--- config.mk ---
export PLATFORM = sky130hd
export DESIGN_NAME = extended_instruction_exec
export DESIGN_NICKNAME = d
export VERILOG_FILES = /design/src/logic/ext_exec_pkg.sv /design/src/logic/extended_instruction_exec.sv
export VERILOG_INCLUDE_DIRS = /design/src /design/src/logic
export SDC_FILE = /design/constraint.sdc
export NUM_CORES = 1
export LEC_CHECK = 0
export ABC_AREA = 1
export BUFFER_PORTS_ARGS = -buffer_cell sky130_fd_sc_hd__buf_2
export CAP_MARGIN = 20
export CELL_PAD_IN_SITES_DETAIL_PLACEMENT = 1
export CELL_PAD_IN_SITES_GLOBAL_PLACEMENT = 1
export CORE_ASPECT_RATIO = 1.4
export CORE_UTILIZATION = 37
export CTS_CLUSTER_SIZE = 10
export DETAILED_ROUTE_END_ITERATION = 16
export HOLD_SLACK_MARGIN = 0.05
export PLACE_DENSITY_LB_ADDON = 0.05
export SLEW_MARGIN = 20
export SYNTH_ARGS = -nofsm -noshare
export SYNTH_HDL_FRONTEND = slang
export SYNTH_SLANG_ARGS = --single-unit
--- constraint.sdc ---
create_clock -name CLOCK -period 2.4 [get_ports CLOCK]
set_input_delay 0.36 -clock CLOCK [delete_from_list [all_inputs] [get_ports CLOCK]]
set_output_delay 0.36 -clock CLOCK [all_outputs]
set_load 0.05 [all_outputs]
--- src/logic/ext_exec_consts.svh ---
// Constants for the extended instruction executor.
// Assumes inclusion by its bare name from the package and the executor.
`ifndef EXT_EXEC_CONSTS_SVH
`define EXT_EXEC_CONSTS_SVH
`define OPM_ULNK 16'hFFC0
`define OP_ADDRET 16'hE8C0
`define OP_SUBRET 16'hE9C0
`define OPM_PUSH 16'hFF00
`define OP_PUSH 16'hEA00
`define OPM_MOVE 16'hFF80
`define OP_IDX_FILE 16'hEB00
`define OP_IDX_IDX 16'hEB80
`define OP_IDX_LONG 16'h0002
`define OPERAND_NIB 4'hF
`define IDX_LIMIT 8'h5F
`define Q_DEC 2'h1
`define Q_WR 2'h2
`define Q_END 2'h3
`define IND_LO_DEF 14'h3FE0
`define IND_HI_DEF 14'h3FEF
`endif

--- src/logic/ext_exec_pkg.sv ---
// Types for the extended instruction executor.
// Assumes the constants header is on the include path.
package ext_exec_pkg;
   `include "ext_exec_consts.svh"
   typedef enum logic [2:0] {
      S_DEC, S_SF2, S_SS2, S_SFL2, S_SFL3
   } seq_state_t;
   typedef enum logic [2:0] {
      OP_NONE, OP_ADD, OP_SUB, OP_PUSH, OP_SF, OP_SS, OP_SFL
   } ext_op_t;
   typedef struct packed {
      logic [1:0] q;
      logic ext_s1;
      logic ext_s2;
      seq_state_t st;
      ext_op_t op;
      logic [15:0] cur;
      logic dead;
      logic flush;
      logic [13:0] fp;
      logic [7:0] data;
      logic rd_pend;
      logic src_zero;
      logic [1:0] dhi;
      logic [13:0] mem_addr;
      logic [7:0] mem_wdata;
      logic mem_we;
      logic mem_re;
      logic pc_load;
      logic [20:0] pc_value;
      logic std_pass;
      logic idx_hit;
      logic [13:0] idx_addr;
   } exec_state_t;
endpackage

--- src/logic/extended_instruction_exec.sv ---
// Executor for the optional extended instructions of an 8-bit core.
// Assumes one instruction word on INSTR_WORD per four-clock instruction
// cycle, sampled at phase 0, and a data memory answering a read strobe
// with data in the following clock.
`timescale 1ns/1ns
`include "ext_exec_consts.svh"
module extended_instruction_exec
   import ext_exec_pkg::*;
#(
   parameter logic [13:0] IND_LO = `IND_LO_DEF,
   parameter logic [13:0] IND_HI = `IND_HI_DEF
) (
   input wire logic CLOCK,
   input wire logic RESETN,
   input wire logic EXT_ENABLE,
   input wire logic [15:0] INSTR_WORD,
   input wire logic BRANCH_TAKEN,
   input wire logic [20:0] RETURN_STACK_TOP,
   input wire logic [7:0] MEM_RDATA,
   input wire logic FP_LOAD,
   input wire logic [13:0] FP_DATA,
   input wire logic [7:0] FILE_OPERAND,
   input wire logic ACCESS_BIT,
   output logic [1:0] INSTR_PHASE,
   output logic [13:0] MEM_ADDR,
   output logic [7:0] MEM_WDATA,
   output logic MEM_WE,
   output logic MEM_RE,
   output logic PC_LOAD,
   output logic [20:0] PC_VALUE,
   output logic [13:0] FRAME_POINTER,
   output logic STD_PASS,
   output logic NOP_CYCLE,
   output logic INDEXED_HIT,
   output logic [13:0] INDEXED_ADDR,
   output logic EXT_ACTIVE
);

   // -------------------------------------------------------------
   // Elaboration check
   // -------------------------------------------------------------
   // The indirect register window must not be empty.
   if (IND_LO > IND_HI) begin : g_bad_window
      $error("Indirect register window is inverted.");
   end

   // -------------------------------------------------------------
   // State and decode
   // -------------------------------------------------------------
   exec_state_t s_r;
   exec_state_t s_nxt;
   logic is_add;
   logic is_sub;
   logic is_push;
   logic is_sf;
   logic is_ss;
   logic is_sfl;
   logic [13:0] src_sum;
   logic [13:0] short_addr;

   // Tells whether an address selects an indirect addressing register.
   function automatic logic is_ind(input logic [13:0] a);
      is_ind = (a >= IND_LO) && (a <= IND_HI);
   endfunction

   // Opcode matches on the held word, gated by the synced enable bit.
   assign is_add = s_r.ext_s2 &&
      ((s_r.cur & `OPM_ULNK) == `OP_ADDRET);
   assign is_sub = s_r.ext_s2 && ((s_r.cur & `OPM_ULNK) == `OP_SUBRET);
   assign is_push = s_r.ext_s2 && ((s_r.cur & `OPM_PUSH) == `OP_PUSH);
   assign is_sf = s_r.ext_s2 && ((s_r.cur & `OPM_MOVE) == `OP_IDX_FILE);
   assign is_ss = s_r.ext_s2 && ((s_r.cur & `OPM_MOVE) == `OP_IDX_IDX);
   assign is_sfl = s_r.ext_s2 && (s_r.cur == `OP_IDX_LONG);

   // Pointer plus the 7-bit offset; the short form drops bank bits.
   assign src_sum = s_r.fp + {7'h00, s_r.cur[6:0]};
   assign short_addr = {2'b00, src_sum[11:0]};

   // -------------------------------------------------------------
   // Next state
   // -------------------------------------------------------------
   // One pass over the phase counter; strobes last one clock.
   always_comb begin
      s_nxt = s_r;
      s_nxt.q = s_r.q + 2'h1;
      s_nxt.ext_s1 = EXT_ENABLE;
      s_nxt.ext_s2 = s_r.ext_s1;
      s_nxt.mem_we = 1'b0;
      s_nxt.mem_re = 1'b0;
      s_nxt.pc_load = 1'b0;
      s_nxt.std_pass = 1'b0;
      // Standard operands at or below the limit become pointer offsets.
      s_nxt.idx_hit = s_r.ext_s2 && !ACCESS_BIT &&
         (FILE_OPERAND <= `IDX_LIMIT);
      s_nxt.idx_addr = s_r.fp + {6'h00, FILE_OPERAND};
      if (FP_LOAD) begin
         s_nxt.fp = FP_DATA;
      end
      if (BRANCH_TAKEN) begin
         s_nxt.flush = 1'b1;
      end
      unique case (s_r.q)
         2'h0: begin
            // Latch the word; a pending flush turns this cycle to NOP.
            s_nxt.cur = INSTR_WORD;
            s_nxt.dead = s_r.flush;
            s_nxt.flush = BRANCH_TAKEN;
         end
         `Q_DEC: begin
            s_nxt.op = OP_NONE;
            s_nxt.src_zero = 1'b0;
            if (!s_r.dead) begin
               unique case (s_r.st)
                  S_DEC: begin
                     if (is_add) begin
                        s_nxt.op = OP_ADD;
                     end else if (is_sub) begin
                        s_nxt.op = OP_SUB;
                     end else if (is_push) begin
                        // Literal goes to the address in the pointer.
                        s_nxt.op = OP_PUSH;
                        s_nxt.mem_addr = s_r.fp;
                        s_nxt.mem_wdata = s_r.cur[7:0];
                        s_nxt.mem_we = 1'b1;
                     end else if (is_sf || is_ss) begin
                        // Source read ends within the first cycle.
                        s_nxt.op = is_sf ? OP_SF : OP_SS;
                        s_nxt.mem_addr = short_addr;
                        s_nxt.mem_re = 1'b1;
                        s_nxt.rd_pend = 1'b1;
                        s_nxt.src_zero = is_ss && is_ind(short_addr);
                     end else if (is_sfl) begin
                        s_nxt.op = OP_SFL;
                     end else if (s_r.cur[15:12] != `OPERAND_NIB) begin
                        // Operand-shaped words fall through as NOP.
                        s_nxt.std_pass = 1'b1;
                     end
                  end
                  S_SFL2: begin
                     // Full-width source sum, read in the second cycle.
                     s_nxt.mem_addr = s_r.fp +
                        {7'h00, s_r.cur[8:2]};
                     s_nxt.mem_re = 1'b1;
                     s_nxt.rd_pend = 1'b1;
                     s_nxt.src_zero = is_ind(s_r.fp +
                        {7'h00, s_r.cur[8:2]});
                     s_nxt.dhi = s_r.cur[1:0];
                  end
                  default: begin
                  end
               endcase
            end
         end
         `Q_WR: begin
            // Writes show in the last phase of their cycle.
            unique case (s_r.st)
               S_SF2: begin
                  s_nxt.mem_addr = {2'b00, s_r.cur[11:0]};
                  s_nxt.mem_wdata = s_r.data;
                  s_nxt.mem_we = !s_r.dead;
               end
               S_SS2: begin
                  s_nxt.mem_addr = {2'b00, src_sum[11:0]};
                  s_nxt.mem_wdata = s_r.data;
                  // An indirect destination suppresses the write.
                  s_nxt.mem_we = !s_r.dead &&
                     !is_ind({2'b00, src_sum[11:0]});
               end
               S_SFL3: begin
                  // Software keeps PC and stack bytes out of this target.
                  s_nxt.mem_addr = {s_r.dhi, s_r.cur[11:0]};
                  s_nxt.mem_wdata = s_r.data;
                  s_nxt.mem_we = !s_r.dead;
               end
               default: begin
               end
            endcase
         end
         `Q_END: begin
            // Capture read data; indirect sources give zero, except in the indexed-to-file move.
            if (s_r.rd_pend) begin
               s_nxt.rd_pend = 1'b0;
               s_nxt.data = s_r.src_zero ? 8'h00 : MEM_RDATA;
            end
            s_nxt.st = S_DEC;
            unique case (s_r.op)
               OP_ADD: begin
                  s_nxt.fp = s_r.fp + {8'h00, s_r.cur[5:0]};
                  s_nxt.pc_load = 1'b1;
                  s_nxt.pc_value = RETURN_STACK_TOP;
                  s_nxt.flush = 1'b1;
               end
               OP_SUB: begin
                  s_nxt.fp = s_r.fp - {8'h00, s_r.cur[5:0]};
                  s_nxt.pc_load = 1'b1;
                  s_nxt.pc_value = RETURN_STACK_TOP;
                  s_nxt.flush = 1'b1;
               end
               OP_PUSH: begin
                  s_nxt.fp = s_r.fp - 14'h0001;
               end
               OP_SF: begin
                  s_nxt.st = S_SF2;
               end
               OP_SS: begin
                  s_nxt.st = S_SS2;
               end
               OP_SFL: begin
                  s_nxt.st = S_SFL2;
               end
               OP_NONE: begin
                  if (s_r.st == S_SFL2 && !s_r.dead) begin
                     s_nxt.st = S_SFL3;
                  end
               end
               default: begin
               end
            endcase
         end
      endcase
   end

   // The whole state registers at once; reset gives all zeros.
   always_ff @(posedge CLOCK or negedge RESETN) begin
      if (!RESETN) begin
         s_r <= '0;
      end else begin
         s_r <= s_nxt;
      end
   end

   // -------------------------------------------------------------
   // Outputs
   // -------------------------------------------------------------
   // Every output is a field of the registered state.
   assign INSTR_PHASE = s_r.q;
   assign MEM_ADDR = s_r.mem_addr;
   assign MEM_WDATA = s_r.mem_wdata;
   assign MEM_WE = s_r.mem_we;
   assign MEM_RE = s_r.mem_re;
   assign PC_LOAD = s_r.pc_load;
   assign PC_VALUE = s_r.pc_value;
   assign FRAME_POINTER = s_r.fp;
   assign STD_PASS = s_r.std_pass;
   assign NOP_CYCLE = s_r.dead;
   assign INDEXED_HIT = s_r.idx_hit;
   assign INDEXED_ADDR = s_r.idx_addr;
   assign EXT_ACTIVE = s_r.ext_s2;
endmodule

==> summary.txt <==
Die
  • Core Area: 0.02128 sq mm
  • DIE WIDTH: 126.8 microns
  • Die area: between 0.02 and 0.025 sq mm
  • Die Span Y: approximately 180 microns
  • Initial core utilization: a little under two fifths
  • IO Pins: around 150
  • Num rows: 63

Clock network
  • CTS clk-pin slew, worst paths: about 60 ps
  • CTS H-tree lvls: 4
  • Clock Latency Late Sink: 430 ps
  • TritonCTS clock tree: built
  • Num CTS Buffers: 17
  • CTS sink cnt: about 120
  • Root buffer cell: clkbuf_16
  • Max Root-Sink Buffers: 2

Power
  • Internal: roughly 4200 uW
  • LEAKAGE: 0.005399 uW
  • Sw Share: between 30% and 40%
  • Clock Power Share: about 39%
  • Total power: 6351 uW
  • Sequential Power Share: between 30% and 40%
  • Gate power share: 26.8%
  • PD cells: about 620 mW/mm^2
  • NetSw: about 2100 uW
  • VDD IR max: roughly 0.0005 V

Global routing
  • Total Routing Usage GR: about a quarter
  • Vias in the first global route: slightly above 8000
  • GRT Residual Overflow: 0
  • First-pass GRT wire length: 44.61 mm
  • GR Util met1: between 30% and 40%
  • Met2 Usage GRT: between 40% and 50%
  • Pin count of the biggest net entering global routing: 40
  • Met3 Track Usage GR: 4.051%
  • Initial antenna violation count: 0
  • Busiest grt layer: met2

Synthesis
  • Post-synth cell types: 42
  • Synthesized Nets: roughly 1200
  • Post-synthesis register bit count: ~120
  • Mean Syn Cell Area: roughly 7.2 sq um
  • Syn Std Cell Area: just over 0.008 sq mm
  • Synth warn: 0
  • Sequential element share of the synthesized area: 35.97%
  • Syn Inst Count: about 1100

Worst setup path
  • Worst path arrival time: approximately 2800 ps
  • Setup CP Type: flop to flop
  • Crit path cell chain: nor3_2 > nand2_1 > nor2_2 > ha_1 > a21oi_2 > ha_1 > a21oi_2 > a21boi_4 > buf_4 > buf_4 > xor2_1 > o21ai_0
  • Req. time, crit path: about 2700 ps
  • Worst path bufs/invs: 2
  • Critical path's top delay family: compound AO/OA/AOI/OAI gates
  • Reg2reg end: FRAME_POINTER[6]$_DFF_PN0_
  • CP max-delay cell: dfrtp_1
  • Max FO, Critical Path: 3
  • FF-to-FF setup slack: -90 ps
  • Slowest stage delay, CP: around 410 ps
  • Crit end category: flop
  • R2R cell count: 12
  • Startpoint Class: flop
  • Worst r2r src: s_r[90]$_DFFE_PN0N_

STA
  • Maximum clock rate: around 400 MHz
  • # setup viols final: 4
  • Final worst-path cycle share: 103.7%
  • Worst slew pin tran: 689.8 ps
  • Clk_skew: approximately 7.6 ps
  • Fin worst setup slack: -87.90 ps
  • Slew Limit Fails: 0
  • Rel. slew slack: between 50% and 60%
  • Setup TNS Final: -167.2 ps
  • Min Tclk post-route: 2488 ps
  • Final hold vios: 0
  • RSZ-0062 raised after global routing: true

Layout
  • Most common cell after layout, fill and taps aside: nand2_1
  • Layout cells sized above 1: between 20% and 30%
  • Fin cells: between 1500 and 2000
  • Ant diodes: 0
  • Final instance area: around 0.01 sq mm
  • Most frequent cells in the layout: nand2_1, buf_2, inv_1, dfrtp_1, buf_4
  • Area Overhead vs Synth: 27.60%
  • Fin nets: between 1000 and 1500
  • Util after Layout: roughly 48%

Place
  • I/O Buffers: 152
  • Placement Cell Area: 0.009205 sq mm
  • GPL Wtd Cong: 0.8990
  • Detail Placement HPWL: about 23 mm
  • Placed instance count: 1535

Drt
  • 1st-iter DRT viols: 322
  • Antenna viol nets, final: 0
  • Average wire per standard cell: around 18 microns
  • Final WL: slightly below 30 mm
  • Via count: around 8100
  • DRC violations left: 0
  • Number of iterations in the first detailed-routing pass: 5
  • Vias per cell: between 5 and 6

Min path
  • Worst hold path depth: 2
  • Hold Crit Class: input pin to flop
  • Hold Startpoint: ACCESS_BIT
  • Hold endpoint: INDEXED_HIT$_DFF_PN0_

Status
  • Status: finished, violations left
  • Failing checks: negative setup slack

Job
  • Max-cap violations: 0
## synthesized netlist by cell type (all sizes together)
cell type / n / share of area, %
buf: 80 / 7.4
o2bb2ai: 1 / 0.11
o31ai: 1 / 0.093
o2111ai: 1 / 0.11
xor2: 18 / 2.0
nand4: 13 / 1.0
fa: 4 / 0.99
nor4: 2 / 0.16
a21boi: 1 / 0.093
a32o: 1 / 0.12
nand3: 73 / 4.7
inv: 136 / 6.3
dfrtp: 116 / 36
nor3: 12 / 0.74
a31oi: 5 / 0.39
xnor2: 10 / 1.1
nor2: 103 / 5.1
clkinv: 2 / 0.093
o221ai: 1 / 0.11
or2: 6 / 0.47
a21o: 1 / 0.093
o22ai: 19 / 1.5
o21ai: 73 / 4.5
o211ai: 6 / 0.56
a22oi: 3 / 0.28
clkbuf: 11 / 0.51
nand3b: 4 / 0.37
a2111oi: 1 / 0.11
a21oi: 39 / 2.5
ha: 42 / 6.5
o21bai: 2 / 0.19
nand2: 340 / 16
## cell families after synthesis
family,synth area share [%]
DFF,35.97
adders and majority gates,7.504
xor gates and xnor gates,3.039
and+or+nand+nor,28.47
AOI/OAI and AO/OA,10.71
buffers and inverters,14.31
## how the worst max path moves through the flow
stage / from / endpoint / slack (ps) / cells past startpoint
after floorplan: s_r[91]$_DFFE_PN0N_ / FRAME_POINTER[10]$_DFF_PN0_ / 30 / 13
after global placement: s_r[107]$_DFFE_PN0P_ / FRAME_POINTER[9]$_DFF_PN0_ / -30 / 16
after detailed placement: s_r[90]$_DFFE_PN0N_ / FRAME_POINTER[8]$_DFF_PN0_ / -160 / 12
after CTS: s_r[91]$_DFFE_PN0N_ / FRAME_POINTER[8]$_DFF_PN0_ / -5 / 12
after global routing: s_r[90]$_DFFE_PN0N_ / FRAME_POINTER[8]$_DFF_PN0_ / -210 / 12
final: s_r[90]$_DFFE_PN0N_ / FRAME_POINTER[6]$_DFF_PN0_ / -90 / 12
## layer usage
metal	share of wire, %	up-vias
met4	3.7	0
met1	41	3894
li1	-	3913
met3	3.5	51
met5	0	-
met2	52	202
## registers in the layout (all words and copies together) (netlist names), 2 cells and up
signal and flops:
FRAME_POINTER 14, MEM_WDATA 8, INDEXED_ADDR 14, MEM_ADDR 14
PC_VALUE 21, s_r 35, INSTR_PHASE 2
## final cells by class
type	instances	area, sq um
Clock buffer	23	467.9
Fill cell	2749	10990
Multi-Input combinational cell	782	4393
Timing Repair Buffer	254	1582
Tap cell	260	325.3
Clock inverter	9	103.9
Inverter	138	523.0
Sequential cell	116	2903
## stage by stage
step	setup slack, ps	hold slack (ps)
global placement	-33.53	339.0
CTS	-5.200	74.90
floorplan	30.05	64.41
global route	-212.5	96.63
finish	-87.90	94.50
detailed placement	-157.4	357.6
## power by group through the flow
stage	Sequential, uW	Clock [uW]	Combinational [uW]
2_1_floorplan	2150	0	1040
3_3_place_gp	2180	0	1530
3_5_place_dp	2180	0	1550
4_1_cts	2150	2560	1590
5_1_grt	2160	2640	1840
6_report	2150	2500	1700
## timing repair
action	CTS	global route
cloned	0	0
pin swaps	7	37
resized for setup	26	80
endpoints found under the hold margin	36	0
setup endpoints to repair	9	18
buffers inserted	2	11
hold buffers	2	0
Power figures use the tool's default switching activity.
